`config.mk`:
```
export PLATFORM = sky130hd
export DESIGN_NAME = host_framer_flat
export DESIGN_NICKNAME = d
export VERILOG_FILES = /design/src/hw/framer_pkg.sv /design/src/hw/serial_link_if.sv /design/src/hw/host_framer.sv /design/src/flat_wrapper.sv
export VERILOG_INCLUDE_DIRS = /design/src /design/src/hw
export SDC_FILE = /design/constraint.sdc
export NUM_CORES = 1
export LEC_CHECK = 0
export BUFFER_PORTS_ARGS = -buffer_cell sky130_fd_sc_hd__buf_2
export CAP_MARGIN = 20
export CORE_MARGIN = 3
export CORE_UTILIZATION = 45
export CTS_CLUSTER_SIZE = 10
export DETAILED_ROUTE_END_ITERATION = 8
export GPL_TIMING_DRIVEN = 0
export PLACE_DENSITY = 0.64
export REMOVE_ABC_BUFFERS = 1
export SYNTH_ARGS = -nofsm -noshare
export SYNTH_HDL_FRONTEND = slang
export SYNTH_SLANG_ARGS = --single-unit
```
`constraint.sdc`:
```
create_clock -name i_clock -period 8.95 [get_ports i_clock]
set_input_delay 0.4475 -clock i_clock [delete_from_list [all_inputs] [get_ports i_clock]]
set_output_delay 0.4475 -clock i_clock [all_outputs]
set_load 0.01 [all_outputs]
```
`src/hw/framer_defines.svh`:
```
// Byte values, field positions, counts and register offsets for the framer.
// Assumes inclusion by bare name from hw/; definitions only.
`ifndef FRAMER_DEFINES_SVH
`define FRAMER_DEFINES_SVH

`define FRAME_START_MARKER 8'hFB
`define DIR_CMD            4'h0
`define DIR_REPLY          4'h1
`define DIR_EVENT          4'h2
`define KIND_EVENT_BIT     5
`define KIND_REPLY_BIT     4
`define TYPE_MODE_ENTRY    4'h0
`define TYPE_MODE_EXIT     4'h1
`define MODE_ENTRY_LEN     8'h07
`define MODE_ACK_LEN       8'h01
`define MODE_EXIT_LEN      8'h01
`define MODE_KEY           48'h4746_4354_4E44
`define ARG_BYTES          8'h08

`define REG_CTRL           8'h00
`define REG_TXHDR          8'h04
`define REG_TXARG_LO       8'h08
`define REG_TXARG_HI       8'h0C
`define REG_RXINFO         8'h10
`define REG_RXARG_LO       8'h14
`define REG_RXARG_HI       8'h18
`define REG_STATUS         8'h1C
`define REG_MASK           8'h20
`define REG_RAW            8'h24

`define ST_REPLY           0
`define ST_EVENT           1
`define ST_RAW             2
`define ST_BAD             3
`define ST_TXDONE          4
`define ST_WIDTH           5

`endif

```
`src/hw/framer_pkg.sv`:
```
// Types shared by both ends of the framed serial link.
// Assumes nothing beyond a SystemVerilog compiler.
package framer_pkg;
  typedef enum logic [1:0] {RX_HUNT, RX_LEN, RX_KIND, RX_ARGS} rx_state_t;
  typedef enum logic [1:0] {TX_IDLE, TX_LEN, TX_KIND, TX_ARGS} tx_state_t;
  typedef logic [7:0]  byte_t;
  typedef logic [63:0] args_t;
endpackage

```
`src/hw/serial_link_if.sv`:
```
// Byte-wide serial link between host controller and radio end.
// Both ends share one clock; a valid strobe carries one byte per cycle.
interface serial_link_if;
  logic [7:0] h2d_data;
  logic       h2d_valid;
  logic [7:0] d2h_data;
  logic       d2h_valid;

  modport host (output h2d_data, output h2d_valid,
                input  d2h_data, input  d2h_valid);
  modport dev  (input  h2d_data, input  h2d_valid,
                output d2h_data, output d2h_valid);
endinterface

```
`src/hw/host_framer.sv`:
```
// Host end of the framed serial link with an Avalon-MM register slave.
// Assumes the radio end shares the clock and accepts every byte.
module host_framer (
  input  wire logic          i_clock,
  input  wire logic          i_rst_n,
  serial_link_if.host        lnk,
  input  wire logic [7:0]    i_address,
  input  wire logic          i_read,
  input  wire logic          i_write,
  input  wire logic [31:0]   i_writedata,
  input  wire logic [3:0]    i_byteenable,
  output logic [31:0]        o_readdata,
  output logic               o_waitrequest,
  output logic               o_irq
);
  import framer_pkg::*;
`include "framer_defines.svh"

  typedef struct packed {
    rx_state_t            rx_st;
    byte_t                rx_len;
    byte_t                rx_cnt;
    byte_t                rx_kind;
    args_t                rx_args;
    byte_t                got_kind;
    byte_t                got_len;
    args_t                got_args;
    byte_t                raw_last;
    tx_state_t            tx_st;
    byte_t                tx_len;
    byte_t                tx_cnt;
    args_t                tx_args;
    logic [31:0]          hdr;
    args_t                arg_cfg;
    byte_t                out_data;
    logic                 out_valid;
    logic [`ST_WIDTH-1:0] status;
    logic [`ST_WIDTH-1:0] mask;
    logic [31:0]          rdata;
    logic                 bus_done;
  } host_state_t;

  host_state_t          s_ff;
  host_state_t          nxt_s;
  logic                 req;
  logic                 acc;
  logic [31:0]          wmask;
  logic [`ST_WIDTH-1:0] set_bits;
  logic [`ST_WIDTH-1:0] clr_bits;
  logic                 rx_done;
  byte_t                rx_byte;

  assign req = i_read || i_write;
  // One wait cycle: read data is staged, then the access completes
  assign acc = req && s_ff.bus_done;
  assign o_waitrequest = req && !s_ff.bus_done;
  assign rx_byte = lnk.d2h_data;
  assign wmask = {{8{i_byteenable[3]}}, {8{i_byteenable[2]}},
                  {8{i_byteenable[1]}}, {8{i_byteenable[0]}}};

  function automatic logic [31:0] merge(input logic [31:0] old_v,
                                        input logic [31:0] m,
                                        input logic [31:0] d);
    merge = (old_v & ~m) | (d & m);
  endfunction

  always_comb begin
    nxt_s = s_ff;
    nxt_s.out_valid = 1'b0;
    set_bits = '0;
    clr_bits = '0;
    rx_done = 1'b0;
    nxt_s.bus_done = req && !s_ff.bus_done;

    case (i_address)
      `REG_TXHDR:    nxt_s.rdata = s_ff.hdr;
      `REG_TXARG_LO: nxt_s.rdata = s_ff.arg_cfg[31:0];
      `REG_TXARG_HI: nxt_s.rdata = s_ff.arg_cfg[63:32];
      `REG_RXINFO:   nxt_s.rdata = {15'h0000, s_ff.tx_st != TX_IDLE,
                                    s_ff.got_len, s_ff.got_kind};
      `REG_RXARG_LO: nxt_s.rdata = s_ff.got_args[31:0];
      `REG_RXARG_HI: nxt_s.rdata = s_ff.got_args[63:32];
      `REG_STATUS:   nxt_s.rdata = {27'h0000000, s_ff.status};
      `REG_MASK:     nxt_s.rdata = {27'h0000000, s_ff.mask};
      `REG_RAW:      nxt_s.rdata = {24'h000000, s_ff.raw_last};
      default:       nxt_s.rdata = 32'h00000000;
    endcase
    // Only bits already shown to software are cleared, so none is lost
    if (acc && i_read && i_address == `REG_STATUS) begin
      clr_bits = s_ff.rdata[`ST_WIDTH-1:0];
    end

    if (acc && i_write) begin
      case (i_address)
        `REG_TXHDR:    nxt_s.hdr = merge(s_ff.hdr, wmask, i_writedata);
        `REG_TXARG_LO: nxt_s.arg_cfg[31:0] =
                         merge(s_ff.arg_cfg[31:0], wmask, i_writedata);
        `REG_TXARG_HI: nxt_s.arg_cfg[63:32] =
                         merge(s_ff.arg_cfg[63:32], wmask, i_writedata);
        `REG_MASK:     nxt_s.mask = i_byteenable[0] ?
                         i_writedata[`ST_WIDTH-1:0] : s_ff.mask;
        default:       nxt_s.hdr = s_ff.hdr;
      endcase
    end

    case (s_ff.tx_st)
      TX_IDLE: begin
        // Send requests while busy are ignored
        if (acc && i_write && i_byteenable[0]) begin
          if (i_address == `REG_CTRL && i_writedata[0]) begin
            nxt_s.out_data = `FRAME_START_MARKER;
            nxt_s.out_valid = 1'b1;
            nxt_s.tx_len = {4'h0, s_ff.hdr[11:8]} + 8'h01;
            nxt_s.tx_args = s_ff.arg_cfg;
            nxt_s.tx_cnt = 8'h00;
            nxt_s.tx_st = TX_LEN;
          end else if (i_address == `REG_RAW) begin
            nxt_s.out_data = i_writedata[7:0];
            nxt_s.out_valid = 1'b1;
          end
        end
      end
      TX_LEN: begin
        nxt_s.out_data = s_ff.tx_len;
        nxt_s.out_valid = 1'b1;
        nxt_s.tx_st = TX_KIND;
      end
      TX_KIND: begin
        nxt_s.out_data = {`DIR_CMD, s_ff.hdr[3:0]};
        nxt_s.out_valid = 1'b1;
        nxt_s.tx_st = (s_ff.tx_len == 8'h01) ? TX_IDLE : TX_ARGS;
        set_bits[`ST_TXDONE] = (s_ff.tx_len == 8'h01);
      end
      TX_ARGS: begin
        nxt_s.out_data = s_ff.tx_args[7:0];
        nxt_s.out_valid = 1'b1;
        nxt_s.tx_args = {8'h00, s_ff.tx_args[63:8]};
        nxt_s.tx_cnt = s_ff.tx_cnt + 8'h01;
        if (s_ff.tx_cnt == s_ff.tx_len - 8'h02) begin
          nxt_s.tx_st = TX_IDLE;
          set_bits[`ST_TXDONE] = 1'b1;
        end
      end
      default: begin
        nxt_s.tx_st = TX_IDLE;
      end
    endcase

    if (lnk.d2h_valid) begin
      case (s_ff.rx_st)
        RX_HUNT: begin
          if (rx_byte == `FRAME_START_MARKER) begin
            nxt_s.rx_st = RX_LEN;
          end else begin
            nxt_s.raw_last = rx_byte;
            set_bits[`ST_RAW] = 1'b1;
          end
        end
        RX_LEN: begin
          if (rx_byte == 8'h00) begin
            set_bits[`ST_BAD] = 1'b1;
            nxt_s.rx_st = RX_HUNT;
          end else begin
            nxt_s.rx_len = rx_byte;
            nxt_s.rx_cnt = 8'h00;
            nxt_s.rx_args = '0;
            nxt_s.rx_st = RX_KIND;
          end
        end
        RX_KIND: begin
          nxt_s.rx_kind = rx_byte;
          rx_done = (s_ff.rx_len == 8'h01);
          nxt_s.rx_st = rx_done ? RX_HUNT : RX_ARGS;
        end
        RX_ARGS: begin
          if (s_ff.rx_cnt < `ARG_BYTES) begin
            nxt_s.rx_args[{s_ff.rx_cnt[2:0], 3'b000} +: 8] = rx_byte;
          end
          nxt_s.rx_cnt = s_ff.rx_cnt + 8'h01;
          if (s_ff.rx_cnt == s_ff.rx_len - 8'h02) begin
            rx_done = 1'b1;
            nxt_s.rx_st = RX_HUNT;
          end
        end
        default: begin
          nxt_s.rx_st = RX_HUNT;
        end
      endcase
    end

    if (rx_done) begin
      nxt_s.got_kind = nxt_s.rx_kind;
      nxt_s.got_len = s_ff.rx_len;
      nxt_s.got_args = nxt_s.rx_args;
      if (nxt_s.rx_kind[`KIND_EVENT_BIT]) begin
        set_bits[`ST_EVENT] = 1'b1;
      end else if (nxt_s.rx_kind[`KIND_REPLY_BIT]) begin
        set_bits[`ST_REPLY] = 1'b1;
      end else begin
        set_bits[`ST_BAD] = 1'b1;
      end
    end
    // Set wins over a clear in the same cycle
    nxt_s.status = (s_ff.status & ~clr_bits) | set_bits;
  end

  always_ff @(posedge i_clock) begin
    if (!i_rst_n) begin
      s_ff <= '0;
    end else begin
      s_ff <= nxt_s;
    end
  end

  assign lnk.h2d_data  = s_ff.out_data;
  assign lnk.h2d_valid = s_ff.out_valid;
  assign o_readdata    = s_ff.rdata;
  assign o_irq         = |(s_ff.status & s_ff.mask);
endmodule // host_framer

```
`src/flat_wrapper.sv`:
```
// flat-port wrapper written by rule: the top's interface ports become plain ports
module host_framer_flat import framer_pkg::*;
  (i_clock, i_rst_n, i_address, i_read, i_write, i_writedata, i_byteenable, o_readdata, o_waitrequest, o_irq, lnk_h2d_data, lnk_h2d_valid, lnk_d2h_data, lnk_d2h_valid);
  serial_link_if lnk_i ();
  input  wire logic i_clock;
  input  wire logic i_rst_n;
  input  wire logic [7:0] i_address;
  input  wire logic i_read;
  input  wire logic i_write;
  input  wire logic [31:0] i_writedata;
  input  wire logic [3:0] i_byteenable;
  output logic [31:0] o_readdata;
  output logic o_waitrequest;
  output logic o_irq;
  output wire logic [$bits(lnk_i.h2d_data)-1:0] lnk_h2d_data;
  output wire logic [$bits(lnk_i.h2d_valid)-1:0] lnk_h2d_valid;
  input wire logic [$bits(lnk_i.d2h_data)-1:0] lnk_d2h_data;
  input wire logic [$bits(lnk_i.d2h_valid)-1:0] lnk_d2h_valid;
  assign lnk_h2d_data = lnk_i.h2d_data;
  assign lnk_h2d_valid = lnk_i.h2d_valid;
  assign lnk_i.d2h_data = lnk_d2h_data;
  assign lnk_i.d2h_valid = lnk_d2h_valid;
  host_framer u_core (.i_clock(i_clock), .i_rst_n(i_rst_n), .lnk(lnk_i), .i_address(i_address), .i_read(i_read), .i_write(i_write), .i_writedata(i_writedata), .i_byteenable(i_byteenable), .o_readdata(o_readdata), .o_waitrequest(o_waitrequest), .o_irq(o_irq));
endmodule
```
==> metrics.md <==
| Metric | Value |
|---|---|
| FMAX | 260 MHz |
| Period utilization | 0.429 |
| CP Capture Type | flop |
| Crit path cell chain | inv_1 -> ha_1 -> ha_1 -> nand3_1 -> nor4_4 -> o22ai_1 -> a32o_1 -> mux2_2 |
| Initial Util | 0.457 |
| Drt wl/cell | 21.5 µm |
| Root buffer cell | clkbuf_16 |
| Final setup viols | 0 |
| Slowest CP cell | dfxtp_1 |
| GRT Residual Overflow | 0 |
| CTS tree | yes |
| Number of global-route vias before repair | between 10000 and 15000 |
| Fin crit period | 3.84 ns |
| Syn-to-layout area delta | 11.7% |
| Detailed placement HPWL | roughly 35000 µm |
| Status | complete, no violations |
| Synth Register Bits | 405 |
| Syn Std Cell Area | around 17000 µm² |
| Pleak | 7.06 nW |
| Number of placement rows | a little over 70 |
| Slew @ Worst Pin | around 1.1 ns |
| CP Data Required Time | 9.39 ns |
| Commonest non-fill, non-tap cells in the layout | 405 x dfxtp_1, 192 x nand2_1, 171 x nor2_1 |
| # IOs | 100 |
| CTS Buffer Depth | 3 |
| HP Class | in2reg |
| Max_cap viols | 0 |
| Skew final | 0.0188 ns |
| Fin nets | 1967 |
| Clock Sinks | 405 |
| Pin count of the biggest net entering global routing | 137 |
| First-pass GRT wire length | 80100 µm |
| Core area | around 38000 µm² |
| Post-CTS Resized | 0 |
| TritonCTS Buffers | 47 |
| Internal power | 2.83 mW |
| Routability cong. | 0.874 |
| CP arrival | 4.28 ns |
| DRT iter0 DRCs | 1617 |
| Critical path buffers and inverters | 1 |
| P_sw | 789 µW |
| Die height | slightly above 200 µm |
| Setup bufs post-CTS | 0 |
| Main flop type after synthesis | dfxtp_1 |
| Sequential group share of total power | 0.500 |
| Mean Syn Cell Area | 8.99 µm² |
| Die Wd | 202 µm |
| Place WS | 5.17 ns |
| Sw frac | 0.218 |
| RSZ-0062 raised after global routing | false |
| PnR worst setup slack | between 5 and 6 ns |
| Pwr per Cell Area | 188 nW/µm² |
| Layout cells sized above 1 | 0.132 |
| Clock power frac | 0.470 |
| Crit path max fanout | 18 |
| TNS Setup | 0 ns |
| Final wirelength | roughly 52000 µm |
| Hold Fails Final Rpt | 0 |
| Die Area | around 41000 µm² |
| CP peak stage delay | approximately 0.75 ns |
| Synth top area share | 0.471 |
| EDFF count, synth | 0 |
| Synth warnings | 0 |
| CP Class | reg2reg |
| Final Slew Violations | 0 |
| Yosys top cell by area | dfxtp_1 |
| CP most frequent cell | ha_1 |
| Netlist cell types | 69 |
| Register area share after synthesis | 0.471 |
| Via/cell ratio | 5.95 |
| Commonest non-fill, non-tap cell in the layout | dfxtp_1 |
| Cts hold-fix bufs | 0 |
| Worst skew pair latency | between 0.5 and 0.6 ns |
| Asr flop ratio synth | 0 |
| Initial antenna violation count | 0 |
| Post-route ant nets | 0 |
| Vias | 14400 |
| Critical Path Start Type | flop |
| Gr usage total | 0.247 |
| H-tree levels | 2 |
| PortBufs | 99 |
| Top cells by area, synth | dfxtp_1 47%, mux2i_1 6.6%, nand2_1 4.2% |
| DRC viols | 0 |
| Slew HR | 0.240 |
| DR pass1 iterations | 6 |
| Cells after Synth | ~1900 |
| Combinational power share | 0.029 |
| Ant. Diodes | 0 |
| Worst VDD drop | ~150 µV |
| Clock-pin slew on the worst setup and hold paths | 0.06 ns |
| CP delay by family, top | simple AND/OR/NAND/NOR gates |
==> stage by stage <==
step           utilization  power [mW]  area [µm²]  hold WS [ns]  instances
3_5_place_dp         0.476        1.95       17900         0.449       2364
4_1_cts              0.511        3.64       19200         0.133       2424
2_1_floorplan            -        1.88       16300         0.428       1730
3_3_place_gp         0.464        1.95       17500         0.438       2340
5_1_grt              0.511        3.72       19200         0.167       2425
6_report             0.511        3.62       19200         0.143       2425
==> tightest hold or removal path: stages <==
cell     delay [ns]
buf_2          0.10
mux2i_1        0.06
nor2_1         0.07
==> final cells by class <==
cell class,count,area (µm²)
clock buffers,58,1290
well taps,511,639
repair buffers,124,866
multi-input cells,1282,8150
fillers,3610,18400
flip-flops and latches,405,8110
inverters,43,166
clock inverters,2,25.0
==> metal layers <==
layer	global-route usage	share of wire
met5	0	0
met1	0.347	0.45
met3	0.0383	0.072
met2	0.388	0.45
met4	0.0842	0.030
==> cells in the mapped netlist (40+ instances only) <==
library cell	count
mux2i_1	113
dfxtp_1	405
buf_4	40
o21ai_0	79
and2_1	53
clkbuf_1	114
a31oi_1	87
inv_1	41
nand2_1	193
a21oi_1	57
a22oi_1	65
nand3_1	131
nor2_1	172
==> worst paths after layout <==
check | from | endpoint | slack (ns) | depth (start not counted)
setup reg to reg | u_core.s_ff[390] | u_core.s_ff[255] | 5.11 | 8
hold reg to reg | u_core.s_ff[155] | u_core.lnk.h2d_data[7] | 0.45 | 2
hold / removal | i_writedata[14] | flop | 0.14 | 3
setup / recovery | u_core.s_ff[390] | u_core.s_ff[255] | 5.11 | 8
==> kinds of logic after synthesis <==
group | Yosys count | share of synthesized area
muxes | 157 | 0.101
AOI/OAI and AO/OA | 447 | 0.175
adders and majority gates | 7 | 0.00509
xor gates and xnor gates | 29 | 0.0147
and+or+nand+nor | 642 | 0.173
buffers and inverters | 228 | 0.0602
DFF | 405 | 0.471
==> power by group through the flow <==
stage                     registers (mW)  clock network (mW)  logic, mW
final                               1.81                1.70      0.105
after global routing                1.81                1.80      0.112
after CTS                           1.81                1.72      0.104
after detailed placement            1.85                   0      0.104
after global placement              1.85                   0     0.0972
after floorplan                     1.85                   0     0.0325
No activity file was read; power rests on OpenSTA's default activity.
